[src/hdl/gpgc_pkg.sv]
// Shared constants for the port-block global configuration logic
package gpgc_pkg;
    // Register addresses
    localparam logic [7:0] GPGC_CFG_ADDR      = 8'h40;
    localparam logic [7:0] GPGC_BANK_FIRST    = 8'h41;
    localparam logic [7:0] GPGC_BANK_LAST     = 8'h5F;
    localparam logic [7:0] GPGC_TMO_FLAG_ADDR = 8'h48;
    localparam logic [7:0] GPGC_GPO_ADDR      = 8'h43;
    localparam int         GPGC_BANK_DEPTH    = 31;
    // Field positions of the global configuration register
    localparam int         GPGC_ROT_BIT       = 7;
    localparam int         GPGC_RSV_BIT       = 6;
    localparam int         GPGC_TMO_IE_BIT    = 5;
    localparam int         GPGC_EN_BIT        = 4;
    localparam int         GPGC_SRST_BIT      = 3;
    // Bits kept in storage; reserved and self-clearing bits excluded
    localparam logic [7:0] GPGC_CFG_KEEP      = 8'hB7;
    // Values after reset
    localparam logic [7:0] GPGC_CFG_RST       = 8'h00;
    localparam logic [7:0] GPGC_BANK_RST      = 8'h00;
    // Fade codes
    localparam logic [2:0] GPGC_FADE_OFF      = 3'h0;
    localparam logic [2:0] GPGC_FADE_MAX      = 3'h5;
    localparam int         GPGC_FADE_STEPS    = 16;
    localparam int         GPGC_FADE_BASE_MS  = 256;
    // One millisecond at the 100 MHz core clock
    localparam int         GPGC_CLK_MHZ       = 100;
    localparam int         GPGC_MS_CYCLES     = GPGC_CLK_MHZ * 1000;
    // Milliseconds per fade step at the shortest code
    localparam int         GPGC_STEP_BASE_MS  = GPGC_FADE_BASE_MS / GPGC_FADE_STEPS;
    // Fade state
    typedef enum logic [0:0] {
        GPGC_FADE_IDLE = 1'b0,
        GPGC_FADE_RUN  = 1'b1
    } gpgc_fade_e;
endpackage

[src/hdl/gpgc_top.sv]
// Port-block global configuration register and the port register bank it guards
`timescale 1ns/1ps
module gpgc_top
    import gpgc_pkg::*;
#(
    parameter int MS_CYCLES = GPGC_MS_CYCLES
) (
    // Clock and reset
    input  wire logic       core_clk,
    input  wire logic       arst_n,
    // Internal register port from the serial-bus slave
    input  wire logic [7:0] reg_addr,
    input  wire logic       reg_wr,
    input  wire logic [7:0] reg_wdata,
    input  wire logic       reg_rd,
    output logic [7:0]      reg_rdata,
    // Events and state from neighbouring logic
    input  wire logic       bus_timeout_evt,
    input  wire logic       key_sleep,
    // Port pins
    input  wire logic [7:0] port_pin_in,
    // Port-block outputs
    output logic            port_irq_out,
    output logic            rotary_mode,
    output logic            rotary_phase_a_pin,
    output logic            rotary_phase_b_pin,
    output logic [7:0]      general_input,
    output logic [7:0]      general_output,
    output logic            pwm_enable,
    output logic            ccs_enable,
    output logic            gpi_enable,
    output logic            full_power_down,
    output logic [2:0]      fade_code,
    output logic            fade_step_tick,
    output logic [3:0]      fade_step_idx
);
    logic [7:0] cfg;                          // Stored global configuration
    logic [7:0] next_cfg;
    logic [7:0] bank [GPGC_BANK_DEPTH];       // Port registers 0x41..0x5F
    logic [7:0] next_bank [GPGC_BANK_DEPTH];
    logic       tmo_flag;                     // Sticky bus-timeout flag
    logic       next_tmo_flag;
    logic [7:0] next_reg_rdata;
    logic [7:0] pin_meta;                     // First synchroniser stage
    logic [7:0] pin_sync;                     // Second synchroniser stage
    logic [7:0] next_general_input;
    logic       blk_en;                       // Global enable bit
    logic       soft_rst;                     // Reset write this cycle
    logic       in_bank;                      // Address falls in the bank
    logic [4:0] bank_idx;                     // Bank index of address
    logic [4:0] gpo_idx;                      // Bank index of output levels
    logic       cfg_wr;                       // Write to the configuration register
    logic       bank_wr;                      // Write aimed at the port bank
    logic       flag_rd;                      // Read of the timeout flag register
    logic       fade_run;                     // Fade ramp allowed to run

    // Bank index from a register address
    function automatic logic [4:0] idx_of(input logic [7:0] addr);
        logic [7:0] diff;
        diff = addr - GPGC_BANK_FIRST;
        idx_of = diff[4:0];
    endfunction

    // Address decode and enables
    always_comb begin
        // Global enable from the stored register
        blk_en   = cfg[GPGC_EN_BIT];
        // Bank address range and the slot it points at
        in_bank  = (reg_addr >= GPGC_BANK_FIRST) && (reg_addr <= GPGC_BANK_LAST);
        bank_idx = idx_of(reg_addr);
        // Bank slot that holds the output levels
        gpo_idx  = idx_of(GPGC_GPO_ADDR);
        // Write to the global configuration register
        cfg_wr   = reg_wr && (reg_addr == GPGC_CFG_ADDR);
        // Write aimed at the bank; the flag register is read-only
        bank_wr  = reg_wr && in_bank && (reg_addr != GPGC_TMO_FLAG_ADDR);
        // Read of the timeout flag register
        flag_rd  = reg_rd && (reg_addr == GPGC_TMO_FLAG_ADDR);
        soft_rst = cfg_wr && reg_wdata[GPGC_SRST_BIT];
    end

    // Next values of configuration, bank and timeout flag
    always_comb begin
        next_cfg      = cfg;
        next_bank     = bank;
        next_tmo_flag = tmo_flag;
        // Self-clearing reset wins over any other write in its cycle
        if (soft_rst) begin
            // Whole port register range back to reset values
            next_cfg = GPGC_CFG_RST;
            for (int i = 0; i < GPGC_BANK_DEPTH; i++) begin
                next_bank[i] = GPGC_BANK_RST;
            end
            next_tmo_flag = 1'b0;
        end else if (cfg_wr) begin
            // Reserved and self-clearing bits are never stored
            next_cfg = reg_wdata & GPGC_CFG_KEEP;
        end else if (bank_wr && blk_en) begin
            // Bank accepts writes only while enabled
            next_bank[bank_idx] = reg_wdata;
        end
        // Read of the flag register clears it
        if (flag_rd) begin
            next_tmo_flag = 1'b0;
        end
        // A timeout in the same cycle still lands
        if (bus_timeout_evt) begin
            next_tmo_flag = 1'b1;
        end
    end

    // Read data, registered one cycle after the strobe
    always_comb begin
        next_reg_rdata = reg_rdata;
        if (reg_rd) begin
            if (reg_addr == GPGC_CFG_ADDR) begin
                // D6 and D3 always read zero
                next_reg_rdata = cfg & GPGC_CFG_KEEP;
            end else if (reg_addr == GPGC_TMO_FLAG_ADDR) begin
                // Flag in bit 0; the same read clears it
                next_reg_rdata = {7'h00, tmo_flag};
            end else if (in_bank) begin
                // Bank contents stay readable while frozen
                next_reg_rdata = bank[bank_idx];
            end else begin
                // Unmapped address
                next_reg_rdata = 8'h00;
            end
        end
    end

    // Input sampling: held frozen while the inputs are shut down
    always_comb begin
        // Disabled inputs keep their last sample
        next_general_input = general_input;
        if (blk_en) begin
            // Enabled: follow the synchronised pins
            next_general_input = pin_sync;
        end
    end

    // Configuration, bank and timeout flag registers
    always_ff @(posedge core_clk or negedge arst_n) begin
        if (!arst_n) begin
            cfg           <= GPGC_CFG_RST;
            for (int i = 0; i < GPGC_BANK_DEPTH; i++) begin
                bank[i] <= GPGC_BANK_RST;
            end
            tmo_flag      <= 1'b0;
        end else begin
            cfg           <= next_cfg;
            bank          <= next_bank;
            tmo_flag      <= next_tmo_flag;
        end
    end

    // Read data register
    always_ff @(posedge core_clk or negedge arst_n) begin
        if (!arst_n) begin
            reg_rdata     <= 8'h00;
        end else begin
            reg_rdata     <= next_reg_rdata;
        end
    end

    // Two-flop pin synchroniser and the sampled input register
    always_ff @(posedge core_clk or negedge arst_n) begin
        if (!arst_n) begin
            pin_meta      <= 8'h00;
            pin_sync      <= 8'h00;
            general_input <= 8'h00;
        end else begin
            // Only the second stage reads the first
            pin_meta      <= port_pin_in;
            pin_sync      <= pin_meta;
            general_input <= next_general_input;
        end
    end

    // Output decode from stored state
    always_comb begin
        // Interrupt only while the timeout source is enabled
        port_irq_out       = tmo_flag && cfg[GPGC_TMO_IE_BIT];
        rotary_mode        = cfg[GPGC_ROT_BIT];
        // Rotary pair reported only in rotary mode; frozen while disabled
        rotary_phase_a_pin = rotary_mode && general_input[6];
        rotary_phase_b_pin = rotary_mode && general_input[7];
        // Output levels come straight from the bank, never forced
        general_output     = bank[gpo_idx];
        // Circuit enables follow the global enable bit alone
        pwm_enable         = blk_en;
        ccs_enable         = blk_en;
        gpi_enable         = blk_en;
        // Whole device sleeps only with the port block off and keys asleep
        full_power_down    = !blk_en && key_sleep;
        // Fade code passes straight to the ramp timer
        fade_code          = cfg[2:0];
        // Ramp runs only while enabled and for a defined nonzero code
        fade_run           = blk_en && (fade_code != GPGC_FADE_OFF)
                             && (fade_code <= GPGC_FADE_MAX);
    end

    // Fade step timing; codes above the last defined one do not fade
    gpgc_fade_timer #(
        .MS_CYCLES (MS_CYCLES)
    ) u_fade (
        .core_clk   (core_clk),
        .arst_n     (arst_n),
        .run        (fade_run),
        .fade_code  (fade_code),
        .step_tick  (fade_step_tick),
        .step_idx   (fade_step_idx)
    );
endmodule

[src/hdl/gpgc_fade_timer.sv]
// Fade step timer: 16 equal steps over 256 ms times two to the code minus one
`timescale 1ns/1ps
module gpgc_fade_timer
    import gpgc_pkg::*;
#(
    parameter int MS_CYCLES = GPGC_MS_CYCLES
) (
    // Clock and reset
    input  wire logic       core_clk,
    input  wire logic       arst_n,
    // Control
    input  wire logic       run,
    input  wire logic [2:0] fade_code,
    // Step output
    output logic            step_tick,
    output logic [3:0]      step_idx
);
    gpgc_fade_e  state;          // Idle or running
    gpgc_fade_e  next_state;
    logic [16:0] ms_cnt;         // Millisecond prescaler
    logic [16:0] next_ms_cnt;
    logic [8:0]  step_ms;        // Milliseconds elapsed in current step
    logic [8:0]  next_step_ms;
    logic [3:0]  next_step_idx;
    logic        next_step_tick;
    logic [8:0]  step_len;       // Step length in ms for this code

    // Step length doubles with each fade code
    function automatic logic [8:0] step_len_ms(input logic [2:0] code);
        logic [8:0] base;
        base = 9'(GPGC_STEP_BASE_MS);
        step_len_ms = base << (code - 3'h1);
    endfunction

    // Next-state logic for prescaler, step counter and index
    always_comb begin
        step_len        = step_len_ms(fade_code);
        next_state      = state;
        next_ms_cnt     = ms_cnt;
        next_step_ms    = step_ms;
        next_step_idx   = step_idx;
        next_step_tick  = 1'b0;
        case (state)
            GPGC_FADE_IDLE: begin
                // Start from a clean count
                next_ms_cnt   = 17'h00000;
                next_step_ms  = 9'h000;
                next_step_idx = 4'h0;
                if (run) begin
                    next_state = GPGC_FADE_RUN;
                end
            end
            GPGC_FADE_RUN: begin
                if (!run) begin
                    next_state = GPGC_FADE_IDLE;
                end else if (ms_cnt == 17'(MS_CYCLES - 1)) begin
                    next_ms_cnt = 17'h00000;
                    // At or past the step end, so a shorter code set mid-step cannot overrun
                    if (step_ms >= step_len - 9'h001) begin
                        // One of 16 steps done
                        next_step_ms    = 9'h000;
                        next_step_idx   = step_idx + 4'h1;
                        next_step_tick  = 1'b1;
                    end else begin
                        next_step_ms = step_ms + 9'h001;
                    end
                end else begin
                    next_ms_cnt = ms_cnt + 17'h00001;
                end
            end
            default: begin
                next_state = GPGC_FADE_IDLE;
            end
        endcase
    end

    // Registers
    always_ff @(posedge core_clk or negedge arst_n) begin
        if (!arst_n) begin
            state      <= GPGC_FADE_IDLE;
            ms_cnt     <= 17'h00000;
            step_ms    <= 9'h000;
            step_idx   <= 4'h0;
            step_tick  <= 1'b0;
        end else begin
            state      <= next_state;
            ms_cnt     <= next_ms_cnt;
            step_ms    <= next_step_ms;
            step_idx   <= next_step_idx;
            step_tick  <= next_step_tick;
        end
    end
endmodule

[config.mk]
export PLATFORM = sky130hd
export DESIGN_NAME = gpgc_top
export DESIGN_NICKNAME = d
export VERILOG_FILES = /design/src/hdl/gpgc_pkg.sv /design/src/hdl/gpgc_top.sv /design/src/hdl/gpgc_fade_timer.sv
export SDC_FILE = /design/constraint.sdc
export NUM_CORES = 1
export LEC_CHECK = 0
export ABC_AREA = 1
export BUFFER_PORTS_ARGS = -buffer_cell sky130_fd_sc_hd__clkbuf_2
export CAP_MARGIN = 20
export CELL_PAD_IN_SITES_DETAIL_PLACEMENT = 1
export CELL_PAD_IN_SITES_GLOBAL_PLACEMENT = 1
export CORE_ASPECT_RATIO = 0.7
export CORE_UTILIZATION = 48
export CTS_BUF_LIST = sky130_fd_sc_hd__clkbuf_4
export DETAILED_ROUTE_END_ITERATION = 12
export GPL_TIMING_DRIVEN = 1
export PLACE_DENSITY_LB_ADDON = 0.12
export SLEW_MARGIN = 20
export SYNTH_ARGS = -nofsm -noshare
export SYNTH_HDL_FRONTEND = slang
export SYNTH_SLANG_ARGS = --single-unit
[constraint.sdc]
create_clock -name core_clk -period 4.3 [get_ports core_clk]
set_clock_uncertainty 0.2 [all_clocks]
set_input_delay 0 -clock core_clk [delete_from_list [all_inputs] [get_ports core_clk]]
set_output_delay 0 -clock core_clk [all_outputs]
set_load 0.02 [all_outputs]
==> results of run 1 <==
[kinds of logic after synthesis]
family / Yosys count / synth area share
xor+xnor: 10 / 0.00537
mux: 1 / 0.000614
flops: 319 / 0.490
buf+inv: 181 / 0.0493
fa+ha+maj: 16 / 0.0123
compound gates: 141 / 0.0497
simple gates: 1468 / 0.393
[worst min-delay path by stage]
stage                start         to  slack (ns)  cells past startpoint
6_report       reg_addr[4]  bank[157]        0.09                      9
5_1_grt        reg_addr[4]  bank[152]        0.11                      9
4_1_cts        reg_addr[4]  bank[157]        0.01                      9
3_5_place_dp        arst_n  bank[108]       -0.18                      1
3_3_place_gp        arst_n  bank[136]       -0.17                      1
2_1_floorplan       arst_n    bank[0]       -0.50                      0
[metrics by stage]
| stage | utilization | worst slack (ns) | cell area (sq um) | std cells | power (W) |
|---|---|---|---|---|---|
| 6_report | 0.559 | 0.117 | 18700 | 2769 | 0.00675 |
| 5_1_grt | 0.559 | 0.0144 | 18700 | 2769 | 0.00698 |
| 4_1_cts | 0.559 | 0.137 | 18700 | 2767 | 0.00674 |
| 3_5_place_dp | 0.505 | 0.679 | 16900 | 2558 | 0.00387 |
| 3_3_place_gp | 0.505 | 0.871 | 16900 | 2558 | 0.00385 |
| 2_1_floorplan | - | 1.23 | 16300 | 2136 | 0.00353 |
[layout make-up]
cell class / instances / share of cell area
diodes: 1 / 0.000134
repair buffers: 161 / 0.0696
well taps: 435 / 0.0290
flip-flops and latches: 319 / 0.426
inverters: 77 / 0.0157
clock buffers: 127 / 0.0509
clock inverters: 12 / 0.00674
multi-input cells: 1637 / 0.402
[where the power goes]
| group | leakage [nW] | internal (W) | total, W | switching, W |
|---|---|---|---|---|
| combinational | 4.86 | 0.000216 | 0.000803 | 0.000587 |
| sequential | 4.40 | 0.00305 | 0.00309 | 0.0000424 |
| clock | 0.648 | 0.00151 | 0.00285 | 0.00134 |
| total | 9.91 | 0.00478 | 0.00675 | 0.00197 |
[routing by layer]
metal,global-route usage,vias up
li1,-,7074
met1,0.486,7847
met2,0.525,544
met3,0.0635,109
met4,0.114,0
met5,0,-
[flip-flops by register name, summed over array words and instances (netlist names)]
register and count:
u_fade.step_tick 1, u_fade.state 1, bank 248, cfg 6, u_fade.step_idx 4, reg_rdata 8
u_fade.ms_cnt 17, u_fade.step_ms 9, pin_sync 8, tmo_flag 1, pin_meta 8, general_input 8
[timing repair]
| item | 4_1_cts | 5_1_grt |
|---|---|---|
| hold buffers | 70 | 0 |
| endpoints found under the hold margin | 590 | 0 |
| setup endpoints to repair | 0 | 69 |
[worst register-to-register path, cell delays in order, from the launching register on]
cell     delay [ns]
dfrtp_1        0.55
nor2_1         0.11
ha_1           0.41
inv_1          0.08
nor3_1         0.33
inv_1          0.11
ha_1           0.23
nand3_1        0.11
xor2_1         0.16
ha_1           0.27
a21oi_1        0.19
o21a_1         0.14
nand2_1        0.14
nor2_1         0.28
inv_1          0.08
nand2_1        0.20
nand2_1        0.09
nor2_1         0.10
[Yosys cell counts, types with 16 or more instances]
library cell / count / area [sq um]
a21oi_1: 64 / 320
buf_2: 19 / 95.1
buf_4: 18 / 135
clkbuf_1: 59 / 221
dfrtp_1: 319 / 7980
ha_1: 16 / 200
inv_1: 66 / 248
nand2_1: 1106 / 4150
nand3_1: 147 / 736
nand4_1: 30 / 188
nor2_1: 79 / 297
nor2_4: 63 / 709
o21ai_0: 37 / 185
[cell usage in the layout (no fill, tap or decap), drive strengths merged]
cell | Yosys | final
a21oi | 64 | 64
a22o | 10 | 10
a22oi | 13 | 13
a31o | 1 | 1
and3 | 1 | 1
buf | 45 | 25
bufinv | 0 | 3
clkbuf | 59 | 194
clkinv | 2 | 12
dfrtp | 319 | 319
diode | 0 | 1
dlygate4sd3 | 0 | 69
ha | 16 | 16
inv | 75 | 74
mux2i | 1 | 1
nand2 | 1112 | 1112
nand3 | 151 | 152
nand4 | 30 | 30
nor2 | 148 | 148
nor3 | 13 | 13
nor3b | 3 | 3
nor4 | 4 | 4
o211ai | 3 | 3
o21a | 3 | 3
o21ai | 39 | 39
o21bai | 1 | 1
o221ai | 1 | 1
o22ai | 5 | 5
o31ai | 1 | 1
or2 | 6 | 6
xnor2 | 1 | 1
xor2 | 9 | 9
==> run metrics, run 1 <==
outcome completed; Slowest-stage cell, CP dlygate4sd3_1; fmax 0.239 GHz; asr flop ratio synth 1.00; Final period util 0.973; Antenna Nets Post-Route 0; met3 WL 4090 um; critical path required time 4.75 ns; startpoint class of the critical path input pin; CP Class in2reg; total wire length 57500 um; Crit path max-delay family buffers and inverters; final slew viol count 0; DRT Pass-1 Iters 9; setup bufs post-CTS 0; clk slew on worst S/H paths 0.07 ns; number of distinct library cells after synthesis 42; vias in the first global route 16115; most used cell, CP dlygate4sd3_1; Period minus WS final 4.18 ns; critical path depth 17; I/O pin count 70; CP endpoint bank[130]; Syn Inst Count 2136; Layout Area Growth over Synthesis 14.9%; hold_ws 0.0852 ns; register area share after synthesis 0.490; number of port buffers 69; CTS buffer count 83; met1 WL 26100 um; Synth Net Count 2182; global route overflow 0; Clock Latency Late Sink 0.78 ns; die area 0.0347 sq mm; most used flip-flop cell after synthesis dfrtp_1; FF-to-FF path depth 17; GP Congestion 0.862; Fillers 4224; FF/Latch Area 0.00798 sq mm; LEAKAGE 9.91 nW; maxcap violations 0; CTS Sinks 319; Synth Register Bits 319; maximum VDD drop 0.305 mV; HP Class in2reg; Yosys warnings 0; die height 156 um; Top Metal Used met4; RSZ-0062 raised after global routing false; core box area 0.0335 sq mm; CP Data Arrival Time 4.63 ns; Routed met2 length 26100 um; Synth Cell Area 0.0163 sq mm; worst reg2reg path endpoint u_fade.step_ms[3]; CTS root buf clkbuf_4; setup TNS 0 ns; Global Route Usage Sum 0.342; Wirelength per Cell 20.8 um; global-route wire length before repair 92200 um; EDFF count, synth 0; CTS tree built; H-tree levels 3; largest net degree at the start of global routing 133; initial antenna violation count 1; R2R setup slack 0.46 ns; drt initial violations 1294; slowest cell delay on critical path 0.64 ns; Avg Inst Size Synth 7.63 sq um; Critical Path Source reg_addr[6]; share of cells above drive strength 1 0.138; drt drc 0; DR vias 15574; Worst Path Buf+Inv 6; Slew HR 0.398; Critical Path Fanout Max 10; pin slew with the least headroom to its limit 0.902 ns; crit-path cells dlygate4sd3_1, clkbuf_2, inv_1, nor2_1, dlygate4sd3_1, nand2_1, dlygate4sd3_1, nor2_1, nor2_1, nand2_2, dlygate4sd3_1, nor2_4, nand3_2, nor2_4, nor2_4, nand2_1, nand2_1; CP Capture Type flip-flop; cts repair resizes 0; Chip Width 222 um; pwr dens 360 mW/mm^2; Avg Vias per Cell 5.62; Nets 2325; final count of hold timing violations 0; Critical R2R Launch cfg[1]; Row Count 56; DP Wirelength 34600 um; final setup fails 0; area of the multi-input gates 0.00753 sq mm; Initial Util 0.487; CTS Buffer Depth 3
Note: power is estimated with default switching activity, not from simulation.
==> run 2, diff against run 1 <==
Settings changed: MAX_ROUTING_LAYER set to met4.
==> run metrics, run 2 (synthesis results as in run 1) <==
outcome completed; Global Route Usage Sum 0.353 (+0.0108); GP Congestion 0.878 (+1.8%); initial antenna violation count 1 (unchanged); max reg flops 248 (unchanged); LEAKAGE 9.91 nW (unchanged); CTS buffer count 83 (unchanged); Critical Path Fanout Max 10 (unchanged); dpl cells 2558 (unchanged); CP Class in2reg; number of port buffers 69 (unchanged); final setup fails 0 (unchanged); Fillers 4224 (unchanged); final count of hold timing violations 0 (unchanged); Initial Util 0.487 (unchanged); share of cells above drive strength 1 0.138 (unchanged); global route overflow 0 (unchanged); clk slew on worst S/H paths 0.07 ns (about the same); pin slew with the least headroom to its limit 0.893 ns (-0.00892 ns); most frequent cells in the layout nand2_1, dfrtp_1, nand3_1; startpoint class of the critical path input pin; CTS Sinks 319 (unchanged); H-tree levels 3 (unchanged); Largest regs bank x248, u_fade.ms_cnt x17, u_fade.step_ms x9; FF/Latch Area 0.00798 sq mm (unchanged); final slew viol count 0 (unchanged); critical path required time 4.75 ns (about the same); HP Class in2reg; maxcap violations 0 (unchanged); cts repair resizes 0 (unchanged); total wire length 57600 um (+0.15%); Hold Path Sink reg_rdata[6]; drt drc 0 (unchanged); fmax 0.238 GHz (-0.39%); setup bufs post-CTS 0 (unchanged); CTS Buffer Depth 3 (unchanged); most common cell after layout, fill and taps aside nand2_1; Clock Latency Late Sink 0.79 ns (about the same); Antenna Nets Post-Route 0 (unchanged); RSZ-0062 raised after global routing false; worst reg2reg path endpoint u_fade.step_ms[3]; Wirelength per Cell 20.8 um (+0.15%); largest net degree at the start of global routing 133 (unchanged); area of the multi-input gates 0.00753 sq mm (unchanged); setup TNS 0 ns (unchanged); Biggest register bank; die area 0.0347 sq mm (unchanged); DRT Pass-1 Iters 6 (-3); FF-to-FF path depth 17 (unchanged); DP Wirelength 34600 um (unchanged); Nets 2325 (unchanged); Avg Vias per Cell 5.62 (about the same); CTS tree built; Slew HR 0.404 (+0.00594); hold depth 10 (+1); core box area 0.0335 sq mm (unchanged); I/O pin count 70 (unchanged); die height 156 um (unchanged); CTS root buf clkbuf_4; Row Count 56 (unchanged); worst hold path startpoint reg_addr[5]; Critical R2R Launch cfg[1]; Period minus WS final 4.20 ns (+0.0162 ns); CP Data Arrival Time 4.65 ns (+0.02 ns); R2R setup slack 0.46 ns (about the same); vias in the first global route 16106 (-0.056%); DR vias 15564 (-0.064%); CP Capture Type flip-flop; drt initial violations 1423 (+10%); pwr dens 360 mW/mm^2 (-0.10%); Layout Area Growth over Synthesis 14.9% (unchanged); Chip Width 222 um (unchanged); Final period util 0.976 (+0.00377); Cell Count, Final, Fillers Out 2769 (unchanged); maximum VDD drop 0.305 mV (about the same); global-route wire length before repair 92300 um (+0.11%)
[run 2: cell counts in the layout (fill, tap and decap cells not counted)]
Identical to the previous run, type by type.
[run 2: routing by layer]
metal,up-vias,global-route usage,share of wire
li1,7090,-,-
met1,7853,0.489,0.46
met2,522,0.525,0.45
met3,99,0.0637,0.069
met4,0,0.110,0.021
met5,-,-,0
[run 2: final cells by class]
| cell class | instances | area share |
|---|---|---|
| inverters | 77 | 0.0157 |
| repair buffers | 161 | 0.0696 |
| flip-flops and latches | 319 | 0.426 |
| diodes | 1 | 0.000134 |
| well taps | 435 | 0.0290 |
| clock buffers | 127 | 0.0509 |
| clock inverters | 12 | 0.00674 |
| multi-input cells | 1637 | 0.402 |
[run 2: stage by stage]
step           area (sq um)   util  worst slack (ns)  hold slack (ns)  total power, W
6_report              18700  0.559             0.101           0.0824         0.00674
3_5_place_dp          16900  0.505             0.679           -0.178         0.00387
5_1_grt               18700  0.559            0.0144            0.116         0.00698
3_3_place_gp          16900  0.505             0.871           -0.175         0.00385
4_1_cts               18700  0.559             0.137           0.0136         0.00674
2_1_floorplan         16300      -              1.23           -0.496         0.00353
[run 2: report_power, final]
group	internal, W	total, W	switching [W]
Sequential	0.00305	0.00309	0.0000421
Clock	0.00151	0.00284	0.00133
Combinational	0.000216	0.000804	0.000588
Total	0.00478	0.00674	0.00196
[run 2: worst max-delay path by stage]
stage | cells past startpoint | end | slack (ns) | startpoint
2_1_floorplan | 18 | u_fade.step_ms[3] | 1.23 | cfg[1]
3_3_place_gp | 17 | u_fade.step_ms[3] | 0.87 | cfg[1]
3_5_place_dp | 17 | u_fade.step_ms[3] | 0.68 | cfg[1]
4_1_cts | 18 | bank[225] | 0.14 | reg_addr[6]
5_1_grt | 17 | bank[130] | 0.01 | reg_addr[6]
6_report | 17 | bank[130] | 0.10 | reg_addr[6]
[run 2: what timing repair did]
item                                    4_1_cts  5_1_grt
endpoints found under the hold margin       590        0
endpoints found under the setup margin        0       69
hold buffers                                 70        0
[run 2: worst max-delay path, stage by stage]
cell	delay, ns
dlygate4sd3_1	0.53
clkbuf_2	0.13
inv_1	0.07
nor2_1	0.04
dlygate4sd3_1	0.54
nand2_1	0.07
dlygate4sd3_1	0.63
nor2_1	0.15
nor2_1	0.14
nand2_2	0.10
dlygate4sd3_1	0.64
nor2_4	0.22
nand3_2	0.62
nor2_4	0.50
nor2_4	0.12
nand2_1	0.09
nand2_1	0.05
==> run 3, diff against run 2 <==
Settings changed: PLACE_DENSITY set to 0.89, PLACE_DENSITY_LB_ADDON 0.12 to not set, SLEW_MARGIN 20 to 25.
==> run metrics, run 3 (synthesis results as in run 1) <==
LEAKAGE 9.91 nW (about the same); most frequent cells in the layout nand2_1, dfrtp_1, nand3_1; CTS root buf clkbuf_4; R2R setup slack 0.39 ns (-0.07 ns); die area 0.0347 sq mm (unchanged); global route overflow 0 (unchanged); Initial Util 0.487 (unchanged); hold_ws 0.110 ns (+0.0278 ns); pwr dens 362 mW/mm^2 (+0.57%); setup TNS 0 ns (unchanged); Layout Area Growth over Synthesis 14.9% (about the same); CTS buffer count 81 (-2.4%); final design utilization 0.560 (about the same); Antenna Nets Post-Route 0 (unchanged); initial antenna violation count 4 (+3); share of cells above drive strength 1 0.137 (-0.00177); GP Congestion 0.868 (-1.2%); fmax 0.246 GHz (+3.2%); CTS Sinks 319 (unchanged); Chip Width 222 um (unchanged); CTS Buffer Depth 3 (unchanged); number of port buffers 69 (unchanged); Period minus WS final 4.07 ns (-0.131 ns); DP Wirelength 34800 um (+0.69%); Biggest register bank; DR vias 16600 (+6.7%); RSZ-0062 raised after global routing false; Nets 2331 (+0.26%); final slew viol count 0 (unchanged); vias in the first global route 17310 (+7.5%); Clock Latency Late Sink 0.83 ns (+0.04 ns); pre-CTS setup slack 0.754 ns (+0.0754 ns); largest net degree at the start of global routing 119 (-11%); clk slew on worst S/H paths 0.12 ns (+0.05 ns); Hold Path Sink reg_rdata[6]; total wire length 66700 um (+16%); FF-to-FF path depth 17 (unchanged); Critical Path Fanout Max 8 (-2); max reg flops 248 (unchanged); Total Power 0.00678 W (+0.58%); core box area 0.0335 sq mm (unchanged); Largest regs bank x248, u_fade.ms_cnt x17, u_fade.step_ms x9; worst setup margin 0.233 ns (+0.131 ns); slowest cell delay on critical path 0.63 ns (about the same); I/O pin count 70 (unchanged); maximum VDD drop 0.227 mV (-26%); critical path required time 4.87 ns (+0.12 ns); maxcap violations 0 (unchanged); startpoint class of the critical path input pin; Wirelength per Cell 24.0 um (+16%); crit-path cells dlygate4sd3_1, clkbuf_2, inv_1, nor2_1, dlygate4sd3_1, nand2_1, dlygate4sd3_1, nor2_4, nand2_1, dlygate4sd3_1, nand2_1, dlygate4sd3_1, inv_1, a21oi_1, dlygate4sd3_1; pin slew with the least headroom to its limit 0.983 ns (+0.0899 ns); CTS tree built; outcome completed; global-route wire length before repair 100000 um (+8.4%); final count of hold timing violations 0 (unchanged); Global Route Usage Sum 0.392 (+0.0391); most used cell, CP dlygate4sd3_1; Avg Vias per Cell 5.98 (+6.5%); CP Capture Type flip-flop; drt drc 0 (unchanged); Row Count 56 (unchanged); drt initial violations 2143 (+51%); most common cell after layout, fill and taps aside nand2_1; final setup fails 0 (unchanged); hold depth 10 (unchanged); cts repair resizes 0 (unchanged); CP Class in2reg; Slew HR 0.344 (-0.0599); DRT Pass-1 Iters 8 (+2); worst reg2reg path endpoint u_fade.step_ms[3]; H-tree levels 3 (unchanged); Critical R2R Launch cfg[0]; HP Class in2reg; Slowest-stage cell, CP dlygate4sd3_1; CP Data Arrival Time 4.64 ns (about the same); die height 156 um (unchanged); worst hold path startpoint reg_addr[5]; Final period util 0.946 (-0.0306)
-- run 3: cell count changes in the layout (fill, tap and decap cells not counted), sizes merged, moves of 2 or more --
cell and change:
buf +6, inv +2, clkinv +5, diode +4, clkbuf -13, dlygate4sd3 +2
-- run 3: through the flow --
| step | instance area [sq um] | std cells |
|---|---|---|
| 2_1_floorplan | 16300 | 2136 |
| 3_3_place_gp | 16900 | 2557 |
| 3_5_place_dp | 16900 | 2557 |
| 4_1_cts | 18600 | 2761 |
| 5_1_grt | 18700 | 2774 |
| 6_report | 18700 | 2774 |
-- run 3: timing repair --
item | CTS | global route
endpoints found under the hold margin | 590 | 0
setup endpoints to repair | 0 | 157
hold buffers | 72 | 0
buffers inserted | 0 | 7
-- run 3: worst max path at each step --
stage	startpoint	endpoint	slack, ns	depth (start not counted)
global placement	cfg[1]	u_fade.step_ms[3]	0.94	17
detailed placement	cfg[1]	u_fade.step_ms[3]	0.75	17
global route	cfg[1]	u_fade.step_ms[3]	0.04	17
floorplan	cfg[1]	u_fade.step_ms[3]	1.23	18
CTS	reg_addr[1]	bank[184]	0.08	18
finish	reg_addr[6]	reg_rdata[1]	0.23	15
-- run 3: layout make-up --
cell class              count  area [sq um]
clock buffers             114           856
well taps                 435           544
flip-flops and latches    319          7980
repair buffers            169          1390
clock inverters            18           129
diodes                      5          12.5
fillers                  4213         14800
multi-input cells        1637          7530
inverters                  77           294
-- run 3: critical path, delay by kind of cell --
kind | cells | cell delay (ns)
compound gates | 1 | 0.19
simple gates | 5 | 0.76
buf+inv | 9 | 3.69
-- run 3: per-layer routing --
metal	GRT usage	share of wire	vias up	routed length (um)
li1	-	-	7067	-
met1	0.468	0.39	8219	25800
met2	0.599	0.46	992	30400
met3	0.0996	0.095	322	6310
met4	0.240	0.062	0	4140
met5	-	0	-	0
-- run 3: power by group --
group	internal (W)	total, W	switching (W)
clock	0.00133	0.00286	0.00152
combinational	0.000218	0.000824	0.000607
sequential	0.00305	0.00310	0.0000480
